`config.mk`:
```
export PLATFORM = sky130hd
export DESIGN_NAME = tscp_port
export DESIGN_NICKNAME = d
export VERILOG_FILES = /design/src/rtl/tscp_pkg.sv /design/src/rtl/tscp_sync.sv /design/src/rtl/tscp_port.sv
export SDC_FILE = /design/constraint.sdc
export NUM_CORES = 1
export LEC_CHECK = 0
export BUFFER_PORTS_ARGS = -buffer_cell sky130_fd_sc_hd__buf_4
export CAP_MARGIN = 20
export CORE_MARGIN = 2
export CORE_UTILIZATION = 55
export DETAILED_ROUTE_END_ITERATION = 8
export PLACE_DENSITY = 0.74
export SKIP_LAST_GASP = 1
export SLEW_MARGIN = 40
export SYNTH_ARGS = -nofsm -noshare
export SYNTH_HDL_FRONTEND = slang
export SYNTH_SLANG_ARGS = --single-unit
```
`constraint.sdc`:
```
create_clock -name core_clk -period 14.69 [get_ports core_clk]
set_clock_uncertainty 0.05 [all_clocks]
set_input_delay 1.469 -clock core_clk [delete_from_list [all_inputs] [get_ports core_clk]]
set_output_delay 1.469 -clock core_clk [all_outputs]
set_load 0.005 [all_outputs]
```
`src/rtl/tscp_pkg.sv`:
```
// Constants for the transceiver status and configuration port.
// Assumes a 200 MHz core clock; SPI pins are asynchronous to it.
package tscp_pkg;
  localparam int TSCP_WORD_W = 16;
  localparam logic [7:0] TSCP_CFG_CMD = 8'h80;
  localparam logic [15:0] TSCP_CFG_RESET = 16'h8008;
  localparam int TSCP_ST_TXRX = 15;
  localparam int TSCP_ST_POR = 14;
  localparam int TSCP_ST_OVUR = 13;
  localparam int TSCP_ST_WAKE = 12;
  localparam int TSCP_ST_EXT = 11;
  localparam int TSCP_ST_LOWV = 10;
  localparam int TSCP_ST_EMPTY = 9;
  localparam int TSCP_ST_SIG = 8;
  localparam int TSCP_ST_GOOD = 7;
  localparam int TSCP_ST_LOCK = 6;
  localparam int TSCP_ST_TGL = 5;
  localparam int TSCP_ST_SIGN = 4;
  localparam int TSCP_CFG_TXEN = 7;
  localparam int TSCP_CFG_RXEN = 6;
  localparam int TSCP_CFG_BAND_LO = 4;
  localparam int TSCP_CFG_CAP_LO = 0;
  localparam int TSCP_CLK_MHZ = 200;
  localparam int TSCP_WAKE_MIN_US = 1000;
  localparam int TSCP_WAKE_MIN_CYC = TSCP_WAKE_MIN_US * TSCP_CLK_MHZ;
  localparam int TSCP_CAL_PERIOD_S = 30;
  localparam longint TSCP_CAL_CYC = longint'(TSCP_CAL_PERIOD_S) * TSCP_CLK_MHZ * 1000000;
  localparam int TSCP_CAL_ON_CYC = 16;
endpackage : tscp_pkg

```
`src/rtl/tscp_sync.sv`:
```
// Two-flop synchroniser for asynchronous single-bit inputs.
// Assumes the destination clock is core_clk.
`timescale 1ns/10ps
`default_nettype none
module tscp_sync
#(
  parameter logic INIT = 1'b0
)
(
  input wire logic core_clk,
  input wire logic sys_rst,
  input wire logic d,
  output logic q
);
  logic meta;
  always_ff @(posedge core_clk)
  begin
    if (sys_rst)
    begin
      meta <= INIT;
      q <= INIT;
    end
    else
    begin
      meta <= d;
      q <= meta;
    end
  end
endmodule : tscp_sync
`default_nettype wire

```
`src/rtl/tscp_port.sv`:
```
// Status/config SPI slave, wake timer, calibration and interrupt merge.
// Assumes SPI mode 0 and a host SCK far slower than core_clk.
//
// What this block does
// - Signal-strength bit set above digital threshold
// - Wake timer programmable from 1 ms
// - Calibrate timer at start, every 30 s
// - Wake events drive interrupt; source in status
// - Low supply below threshold raises interrupt
// - First bit zero reads, one writes
// - Bit 15 tx ready/rx threshold, FIFO-read clear
// - Bit 14 set at power-on, read-cleared
// - Bit 13 overrun/underrun, read-cleared
// - Bit 12 wake timer overflow, read-cleared
// - Bit 11 external falling edge, read-cleared
// - Bit 10 low supply, bit 9 empty
// - Bit 8 strength in rx, tuning in tx
// - Bit 7 quality, bit 6 lock
// - Bit 5 toggles per frequency-adjust cycle
// - Bit 4 sign, bits 3:0 offset
// - Config by command byte, resets 8008h
// - Config bit 7 enables tx data register
// - Config bit 6 enables rx FIFO
// - Config bits 5:4 select band
// - Config bits 3:0 select load capacitance
// - Status bits shift before FIFO bits
`timescale 1ns/10ps
`default_nettype none
module tscp_port
  import tscp_pkg::*;
#(
  parameter int WAKE_W = 32,
  parameter longint CAL_CYC = TSCP_CAL_CYC
)
(
  input wire logic core_clk,
  input wire logic sys_rst,
  input wire logic serial_select_n,
  input wire logic spi_sck,
  input wire logic spi_sdi,
  output logic spi_sdo,
  output logic host_interrupt_out_n,
  input wire logic external_wake_input_n,
  input wire logic tx_mode,
  input wire logic rx_level_above,
  input wire logic tuning_detect,
  input wire logic low_supply_detect,
  input wire logic data_quality_good,
  input wire logic clock_recovery_locked,
  input wire logic tx_ready_event,
  input wire logic rx_threshold_event,
  input wire logic buffer_read_event,
  input wire logic buffer_error_event,
  input wire logic rx_buffer_empty,
  input wire logic freq_adjust_done,
  input wire logic [4:0] freq_offset,
  input wire logic [15:0] rx_buffer_word,
  input wire logic [WAKE_W-1:0] wake_period,
  input wire logic wake_timer_enable,
  output logic tx_data_register_enable,
  output logic rx_buffer_enable,
  output logic [1:0] band_select,
  output logic [3:0] load_cap_code,
  output logic osc_force_on,
  output logic cal_strobe
);
  initial
  begin
    if (WAKE_W < 28 || CAL_CYC < 2)
      $error("tscp_port: parameters out of range");
  end

  // ---------------------------------------------------------------
  // Pin synchronisers
  // ---------------------------------------------------------------
  logic sel_n_s, sck_s, sdi_s, ext_n_s;
  tscp_sync #(.INIT(1'b1)) u_sel (.core_clk(core_clk), .sys_rst(sys_rst), .d(serial_select_n), .q(sel_n_s));
  tscp_sync #(.INIT(1'b0)) u_sck (.core_clk(core_clk), .sys_rst(sys_rst), .d(spi_sck), .q(sck_s));
  tscp_sync #(.INIT(1'b0)) u_sdi (.core_clk(core_clk), .sys_rst(sys_rst), .d(spi_sdi), .q(sdi_s));
  tscp_sync #(.INIT(1'b1)) u_ext (.core_clk(core_clk), .sys_rst(sys_rst), .d(external_wake_input_n), .q(ext_n_s));

  logic sck_d, ext_n_d;
  always_ff @(posedge core_clk)
  begin
    sck_d <= sys_rst ? 1'b0 : sck_s;
    ext_n_d <= sys_rst ? 1'b1 : ext_n_s;
  end
  wire sck_rise = sck_s & ~sck_d;
  wire sck_fall = ~sck_s & sck_d;
  wire ext_fall = ext_n_d & ~ext_n_s;

  // ---------------------------------------------------------------
  // Serial frame shifter
  // ---------------------------------------------------------------
  logic [4:0] bit_cnt;
  logic [15:0] shift_in;
  logic [31:0] shift_out;
  logic is_read;
  logic status_done;
  wire active = ~sel_n_s;
  wire first_bit = active & sck_rise & (bit_cnt == 5'h00);
  wire [4:0] next_cnt = bit_cnt + 5'h01;
  wire [15:0] next_in = {shift_in[14:0], sdi_s};
  wire word_done = active & sck_rise & (bit_cnt == 5'h0F);
  wire cfg_hit = word_done & ~is_read & (next_in[15:8] == TSCP_CFG_CMD);
  wire status_sent = active & sck_fall & is_read & (bit_cnt == 5'h10) & ~status_done;

  // ---------------------------------------------------------------
  // Status flags
  // ---------------------------------------------------------------
  logic txrx_flag, por_flag, ovur_flag, wake_flag, ext_flag, tgl_flag;
  logic wake_event;
  always_ff @(posedge core_clk)
  begin
    if (sys_rst)
    begin
      txrx_flag <= 1'b0;
      por_flag <= 1'b1;
      ovur_flag <= 1'b0;
      wake_flag <= 1'b0;
      ext_flag <= 1'b0;
      tgl_flag <= 1'b0;
    end
    else
    begin
      txrx_flag <= (tx_mode ? tx_ready_event : rx_threshold_event) | (txrx_flag & ~buffer_read_event);
      por_flag <= por_flag & ~status_sent;
      ovur_flag <= buffer_error_event | (ovur_flag & ~status_sent);
      wake_flag <= wake_event | (wake_flag & ~status_sent);
      ext_flag <= ext_fall | (ext_flag & ~status_sent);
      tgl_flag <= tgl_flag ^ freq_adjust_done;
    end
  end

  wire sig_bit = tx_mode ? tuning_detect : rx_level_above;
  wire [15:0] status_word = {txrx_flag, por_flag, ovur_flag, wake_flag, ext_flag,
    low_supply_detect, rx_buffer_empty, sig_bit,
    data_quality_good, clock_recovery_locked,
    tgl_flag, freq_offset};

  // ---------------------------------------------------------------
  // Shift engine
  // ---------------------------------------------------------------
  always_ff @(posedge core_clk)
  begin
    if (sys_rst || !active)
    begin
      bit_cnt <= 5'h00;
      shift_in <= 16'h0000;
      shift_out <= 32'h0000_0000;
      is_read <= 1'b0;
      status_done <= 1'b0;
      spi_sdo <= 1'b0;
    end
    else
    begin
      if (sck_rise && bit_cnt != 5'h1F)
      begin
        bit_cnt <= next_cnt;
        shift_in <= next_in;
      end
      if (first_bit)
      begin
        is_read <= ~sdi_s;
        shift_out <= {status_word, rx_buffer_word};
        spi_sdo <= status_word[TSCP_WORD_W-1];
      end
      else if (sck_fall && is_read)
      begin
        shift_out <= {shift_out[30:0], 1'b0};
        spi_sdo <= shift_out[30];
      end
      if (status_sent)
        status_done <= 1'b1;
    end
  end

  // ---------------------------------------------------------------
  // Configuration word
  // ---------------------------------------------------------------
  logic [7:0] cfg_low;
  always_ff @(posedge core_clk)
  begin
    if (sys_rst)
      cfg_low <= TSCP_CFG_RESET[7:0];
    else if (cfg_hit)
      cfg_low <= next_in[7:0];
  end
  always_ff @(posedge core_clk)
  begin
    tx_data_register_enable <= cfg_low[TSCP_CFG_TXEN];
    rx_buffer_enable <= cfg_low[TSCP_CFG_RXEN];
    band_select <= cfg_low[TSCP_CFG_BAND_LO +: 2];
    load_cap_code <= cfg_low[TSCP_CFG_CAP_LO +: 4];
  end

  // ---------------------------------------------------------------
  // Wake timer and calibration
  // ---------------------------------------------------------------
  localparam int CAL_W = 40;
  logic [WAKE_W-1:0] wake_cnt;
  logic [CAL_W-1:0] cal_cnt;
  logic [4:0] cal_on;
  wire [WAKE_W-1:0] wake_min = WAKE_W'(TSCP_WAKE_MIN_CYC);
  wire [WAKE_W-1:0] wake_lim = (wake_period < wake_min) ? wake_min : wake_period;
  wire cal_due = (cal_cnt == CAL_W'(CAL_CYC - 1));
  always_ff @(posedge core_clk)
  begin
    if (sys_rst || !wake_timer_enable)
      wake_cnt <= '0;
    else
      wake_cnt <= (wake_cnt >= wake_lim - 1'b1) ? '0 : wake_cnt + 1'b1;
  end
  assign wake_event = wake_timer_enable & (wake_cnt >= wake_lim - 1'b1);
  always_ff @(posedge core_clk)
  begin
    if (sys_rst)
    begin
      cal_cnt <= '0;
      cal_on <= 5'(TSCP_CAL_ON_CYC);
      osc_force_on <= 1'b1;
      cal_strobe <= 1'b0;
    end
    else
    begin
      cal_cnt <= cal_due ? '0 : cal_cnt + 1'b1;
      if (cal_due)
        cal_on <= 5'(TSCP_CAL_ON_CYC);
      else if (cal_on != 5'h00)
        cal_on <= cal_on - 5'h01;
      osc_force_on <= cal_due | (cal_on > 5'h01);
      cal_strobe <= (cal_on == 5'h02);
    end
  end

  // ---------------------------------------------------------------
  // Interrupt merge
  // ---------------------------------------------------------------
  logic lowv_flag;
  always_ff @(posedge core_clk)
  begin
    if (sys_rst)
      lowv_flag <= 1'b0;
    else
      lowv_flag <= low_supply_detect | (lowv_flag & ~status_sent);
  end
  always_ff @(posedge core_clk)
  begin
    if (sys_rst)
      host_interrupt_out_n <= 1'b1;
    else
      host_interrupt_out_n <= ~(txrx_flag | por_flag | ovur_flag | wake_flag | ext_flag
        | lowv_flag | ~ext_n_s);
  end
endmodule : tscp_port
`default_nettype wire

```
==> metrics.md, run 1 <==
| Metric | Value |
|---|---|
| Status | `finished, final reports clean` |
| Vias in the first global route | `roughly 6000` |
| DR WL/cell | `around 14 um` |
| First-pass GRT wire length | `about 28000 um` |
| DRC errors left | `0` |
| Critical path's slowest cell | `or4_1` |
| Sink Count | `around 170` |
| Area delta synth->final | `17.5%` |
| Largest family of logic cells by synthesized area | `simple AND/OR/NAND/NOR gates` |
| Nets | `1120` |
| Final Wtd Congestion | `~0.81` |
| Row cnt | `44` |
| Placed inst area | `between 8000 and 9000 um2` |
| Xor and xnor area share after synthesis | `around 10%` |
| RSZ-0062 raised after global routing | `false` |
| Ports | `84` |
| Non-Filler Instances | `roughly 1200` |
| Worst Path Max Fanout | `32` |
| # placed instances | `1170` |
| Die Span X | `around 130 um` |
| Worst Setup End Kind | `register` |
| Worst setup path class | `input pin to register` |
| Start of the worst register-to-register path | `cal_cnt[21]` |
| Ys Warns | `0` |
| Pre-antenna DRT Iters | `4` |
| Reg area | `roughly 3300 um2` |
| Post-synthesis compound-gate area fraction | `approximately 8.9%` |
| Slew @ Worst Pin | `0.733 ns` |
| Clk_lat worst skew | `between 0.4 and 0.5 ns` |
| Internal | `between 0.8 and 0.9 mW` |
| Mapped Avg Cell Area | `between 8 and 9 um2` |
| Final wirelength | `about 16000 um` |
| Post-synthesis adder-cell area fraction | `between 6 and 7%` |
| H-tree depth | `4` |
| Syn nets | `1053` |
| Initial Utilization | `a little under three fifths` |
| Seq/Total Area, Yosys | `40.8%` |
| # resized after CTS | `0` |
| Share of cells above drive strength 1 | `about 14%` |
| Initial antenna violation count | `0` |
| Yosys top cell by area | `dfxtp_1` |
| Commonest non-fill, non-tap cell in the layout | `dfxtp_1` |
| Post-CTS Setup Repair Bufs | `0` |
| Area contributors post-synth | `dfxtp_1 (41%), xor2_1 (6.9%), ha_1 (6.6%)` |
| Clock Path Buffers | `2` |
| CTS clk-pin slew, worst paths | `about 0.06 ns` |
| Post-Syn Area | `8200 um2` |
| VDD IR max | `about 0.1 mV` |
| HP Class | `register to register` |
| Final worst path period share | `43.1%` |
| Most frequent cells in the layout | `dfxtp_1 (167), nor2_1 (124), buf_4 (93)` |
| CTS buffer count | `17` |
| Combinational Power Share | `7.1%` |
| Final Hold Fails | `0` |
| Simple-Gate Fraction of Synth Area | `around 26%` |
| Psw | `about 0.21 mW` |
| Clock period minus worst slack | `about 6.3 ns` |
| Net Sw Frac | `roughly a fifth` |
| Number of flops mapped to enable cells by yosys | `0` |
| Power per cell area | `between 100 and 150 nW/um2` |
| Post-synthesis cell type count | `55` |
| Post-route cell area | `around 9600 um2` |
| Post-route ant nets | `0` |
| Hold Path Origin | `cfg_low[2]` |
| F_max | `roughly 160 MHz` |
| Ys flop type | `dfxtp_1` |
| Via count | `~6700` |
| Total gr overflow | `0` |
| Top cell type's share of synthesized area | `roughly 40%` |
| Die height | `126 um` |
| Slew margin rel. | `50.8%` |
| Vias per inst | `roughly 5.5` |
| Flop pwr share | `around 46%` |
| Max incr delay on CP | `around 0.59 ns` |
| Filler cell count | `approximately 1200` |
| Die area | `~16000 um2` |
| Max-slew violations | `0` |
| Mapped Cells | `between 900 and 1000` |
| Root Buffer | `clkbuf_16` |
| Leakage Power | `around 3.9 nW` |
| Startpoint types | `input pin` |
| # diodes | `0` |
| Cts hold-fix bufs | `0` |
| Multi-input logic area | `around 4600 um2` |
| Fraction of synthesized area in multiplexers | `under 10%` |
| Max-capacitance violation count | `0` |
| Async S/R FF share, synth | `0%` |
| Clock Power Share | `between 40% and 50%` |
| GRT Overall Usage | `approximately a fifth` |
| Worst EP required | `between 10 and 15 ns` |
| Core Box Area | `about 15000 um2` |
| Setup TNS | `0 ns` |
| Number of DRC markers in iteration 0 | `430` |
| CP cell instances | `buf_4, or4_1, nor4_2, nand2_1, or2_0, nand2_1, ha_1, nor2b_1, nand4_1, nor3_2, nand3_1, xor2_1, ha_1, o21ai_0, nor2_1, a32oi_1, o211ai_1, buf_4, nor3_1` |
| Worst Path Arrival | `approximately 6.6 ns` |
| Largest net degree at the start of global routing | `67` |
| CTS tree | `built` |
| Seq cells post-synth | `between 150 and 200` |
| Dpl hpwl | `about 11000 um` |
| Critical Path Start | `wake_period[28]` |
| Endpoints failing setup | `0` |
| # port buffers | `83` |
-- flip-flops by register name, indices dropped and copies added, names as in the netlist, 2 cells and up --
register and cells:
cal_cnt 40, cfg_low 8, wake_cnt 32, cal_on 5
shift_in 15, load_cap_code 4, bit_cnt 5, shift_out 31
band_select 2
-- area by class of cell --
| type | instances | share of cell area [%] |
|---|---|---|
| repair buffers | 93 | 7.25 |
| clock buffers | 25 | 5.25 |
| multi-input cells | 709 | 48.1 |
| inverters | 17 | 0.662 |
| well taps | 184 | 2.39 |
| clock inverters | 7 | 1.69 |
| flip-flops and latches | 167 | 34.7 |
-- synth_stat cells, types with 9 or more instances --
cell type    n
dfxtp_1    167
nor2_1     124
nand2_1     78
xor2_1      65
nor3_1      49
clkbuf_1    44
ha_1        43
a21oi_1     38
mux2i_1     38
nand3_1     38
a211oi_1    34
nand4_1     33
xnor2_1     31
inv_1       17
o21ai_0     14
and3_1      13
nor2b_1     10
or2_2        9
-- per-stage QoR --
step	worst slack, ns	hold slack, ns	total power, mW	utilization [%]
6_report	8.36	0.300	1.04	66.3
5_1_grt	8.03	0.309	1.07	66.3
4_1_cts	8.44	0.302	1.05	66.3
3_5_place_dp	8.02	0.289	0.556	61.7
3_3_place_gp	8.28	0.287	0.554	61.7
2_1_floorplan	8.90	0.281	0.525	-
-- kinds of logic after synthesis --
| logic type | count (synthesis) |
|---|---|
| adder cells (fa/ha/maj) | 43 |
| AO/OA/AOI/OAI | 112 |
| multiplexers | 39 |
| AND/OR/NAND/NOR | 419 |
| XOR/XNOR | 96 |
| buffers and inverters | 62 |
| flip-flops | 167 |
-- final timing paths --
| check | endpoint | slack (ns) | cells after the start |
|---|---|---|---|
| hold / removal | load_cap_code[2] | 0.30 | 0 |
| setup / recovery | wake_cnt[2] | 8.36 | 19 |
| setup reg to reg | cal_cnt[31] | 11.96 | 6 |
| hold reg to reg | load_cap_code[2] | 0.30 | 0 |
-- power groups by stage --
stage | combinational [mW] | clock (mW) | sequential (mW)
2_1_floorplan | 0.0450 | 0 | 0.480
3_3_place_gp | 0.0729 | 0 | 0.482
3_5_place_dp | 0.0743 | 0 | 0.482
4_1_cts | 0.0745 | 0.501 | 0.472
5_1_grt | 0.0827 | 0.519 | 0.473
6_report | 0.0735 | 0.492 | 0.472
-- metal layers --
layer	track usage [%]	vias to the layer above	routed length, um
met4	7.37	0	263
met3	4.50	27	583
met2	33.9	97	7550
met1	27.5	3089	7930
li1	-	3453	-
met5	0	-	0
-- worst max-delay path: cells and delay by family --
family | cells | cell delay, ns
xor gates and xnor gates | 1 | 0.17
adders and majority gates | 2 | 0.58
buffers and inverters | 2 | 0.37
AOI/OAI and AO/OA | 3 | 0.69
and+or+nand+nor | 11 | 3.32
Power figures use the tool's default switching activity.
==> run 2, diff against run 1 <==
Settings changed: CORE_UTILIZATION 55 to 53, PLACE_DENSITY 0.74 to 0.75.
Clock period 14.69 ns to 5.67 ns, I/O delays scaled along.
==> run 2 against run 1 <==
  * Utilization is 3.0 points lower
  * Critical path depth stayed put
  * First-iteration DRC count is 12% lower
  * Worst hold slack worse by 0.0087 ns
  * Clock-buffer cell count is 5 lower
  * Clock power is 130% higher
  * Largest power group is now sequential cells
==> metrics.md, run 2 (synthesis gave the netlist of run 1 again) <==
| Metric | Value |
|---|---|
| Endpoints failing setup | `0` |
| Vias per inst | `about 5.5` |
| Startpoint types | `input pin` |
| Status | `finished, final reports clean` |
| Nets | `between 1000 and 1500` |
| Clk_lat worst skew | `~0.43 ns` |
| Worst setup path class | `input pin to register` |
| Worst EP required | `approximately 6 ns` |
| Largest net degree at the start of global routing | `67` |
| Via count | `about 6700` |
| Final worst slack | `0.814 ns` |
| Final Util | `between 60% and 70%` |
| Slew @ Worst Pin | `0.782 ns` |
| Core Box Area | `between 15000 and 20000 um2` |
| CTS buffer count | `17` |
| Area delta synth->final | `16.9%` |
| RSZ-0062 raised after global routing | `false` |
| Max-capacitance violation count | `0` |
| Post-route ant nets | `0` |
| # port buffers | `83` |
| # resized after CTS | `0` |
| Ports | `84` |
| Total gr overflow | `0` |
| Power per cell area | `around 270 nW/um2` |
| Worst Setup End Kind | `register` |
| Row cnt | `between 40 and 50` |
| Commonest non-fill, non-tap cell in the layout | `dfxtp_1` |
| Initial Utilization | `54.2%` |
| Placed inst area | `approximately 9000 um2` |
| Biggest register | `cal_cnt` |
| Root Buffer | `clkbuf_16` |
| VDD IR max | `about 0.25 mV` |
| Most frequent cells in the layout | `dfxtp_1 (167), nor2_1 (124), buf_4 (96)` |
| DR WL/cell | `~14 um` |
| Largest regs | `cal_cnt x40, wake_cnt x32, shift_out x31` |
| Cts hold-fix bufs | `0` |
| DP Worst Slack | `roughly 0.46 ns` |
| Number of flip-flops in the largest register | `40` |
| Hold_ws | `0.291 ns` |
| F_max | `206 MHz` |
| Share of cells above drive strength 1 | `14.6%` |
| Initial antenna violation count | `0` |
| # diodes | `0` |
| CTS clk-pin slew, worst paths | `0.06 ns` |
| Pre-antenna DRT Iters | `4` |
| Vias in the first global route | `6335` |
| HP Class | `input pin to register` |
| Number of DRC markers in iteration 0 | `roughly 380` |
| Worst Path Arrival | `just over 5 ns` |
| Final Hold Fails | `0` |
| Post-CTS Setup Repair Bufs | `0` |
| Leakage Power | `roughly 3.8 nW` |
| Max-slew violations | `0` |
| Final Wtd Congestion | `a little over 0.8` |
| Dpl hpwl | `about 12000 um` |
| Slew margin rel. | `between 40% and 50%` |
| Clock Path Buffers | `2` |
| Final worst path period share | `between 80% and 90%` |
| CTS tree | `built` |
| Sink Count | `between 150 and 200` |
| Clock period minus worst slack | `roughly 4.9 ns` |
| Die area | `between 15000 and 20000 um2` |
| GRT Overall Usage | `a little over a fifth` |
| Worst Path Max Fanout | `32` |
| Filler cell count | `between 1000 and 1500` |
| H-tree depth | `4` |
| DRC errors left | `0` |
| Die height | `128 um` |
| Final wirelength | `between 15000 and 20000 um` |
| Die Span X | `between 100 and 150 um` |
| Setup TNS | `0 ns` |
| Post-route cell area | `9590 um2` |
| First-pass GRT wire length | `~29000 um` |
run 2: worst paths after layout:
check	depth (start not counted)	endpoint	slack, ns	from
setup / recovery	19	wake_cnt[7]	0.81	wake_period[28]
hold / removal	2	u_sel.meta	0.29	serial_select_n
hold reg to reg	0	load_cap_code[0]	0.30	cfg_low[0]
setup reg to reg	7	shift_out[24]	3.03	bit_cnt[0]
run 2: final cells by class:
class | count | area [um2] | share of cell area [%]
Clock buffer | 20 | 467 | 4.87
Multi-Input combinational cell | 709 | 4630 | 48.3
Timing Repair Buffer | 96 | 721 | 7.52
Tap cell | 188 | 235 | 2.45
Clock inverter | 11 | 124 | 1.29
Inverter | 17 | 63.8 | 0.666
Sequential cell | 167 | 3340 | 34.9
run 2: worst max-delay path: stages:
cell,delay (ns)
buf_4,0.12
or4_1,0.59
nor4_2,0.32
nand2_1,0.23
or2_0,0.31
nand2_1,0.11
ha_1,0.18
nor2b_1,0.22
nand4_1,0.23
nor3_2,0.37
nand3_1,0.14
xor2_1,0.18
ha_1,0.30
o21ai_0,0.36
nor2_1,0.08
a32oi_1,0.23
o211ai_1,0.12
buf_4,0.26
nor3_1,0.22
run 2: through the flow:
stage / power [mW] / cells
2_1_floorplan: 1.36 / 938
3_3_place_gp: 1.44 / 1177
3_5_place_dp: 1.44 / 1177
4_1_cts: 2.58 / 1208
5_1_grt: 2.66 / 1208
6_report: 2.55 / 1208
run 2: routing by layer:
layer | track usage [%] | vias to the layer above | part of all wire [%]
met5 | 0 | - | 0
met4 | 6.53 | 0 | 1.1
met3 | 4.70 | 15 | 3.0
met2 | 35.5 | 91 | 48
met1 | 27.6 | 3089 | 48
li1 | - | 3461 | -
run 2: report_power, final:
part / leakage, nW / total, mW / internal, mW / switching, mW
logic: 2.21 / 0.193 / 0.0957 / 0.0977
registers: 1.35 / 1.22 / 1.20 / 0.0230
clock network: 0.273 / 1.14 / 0.680 / 0.459
total: 3.84 / 2.55 / 1.97 / 0.580
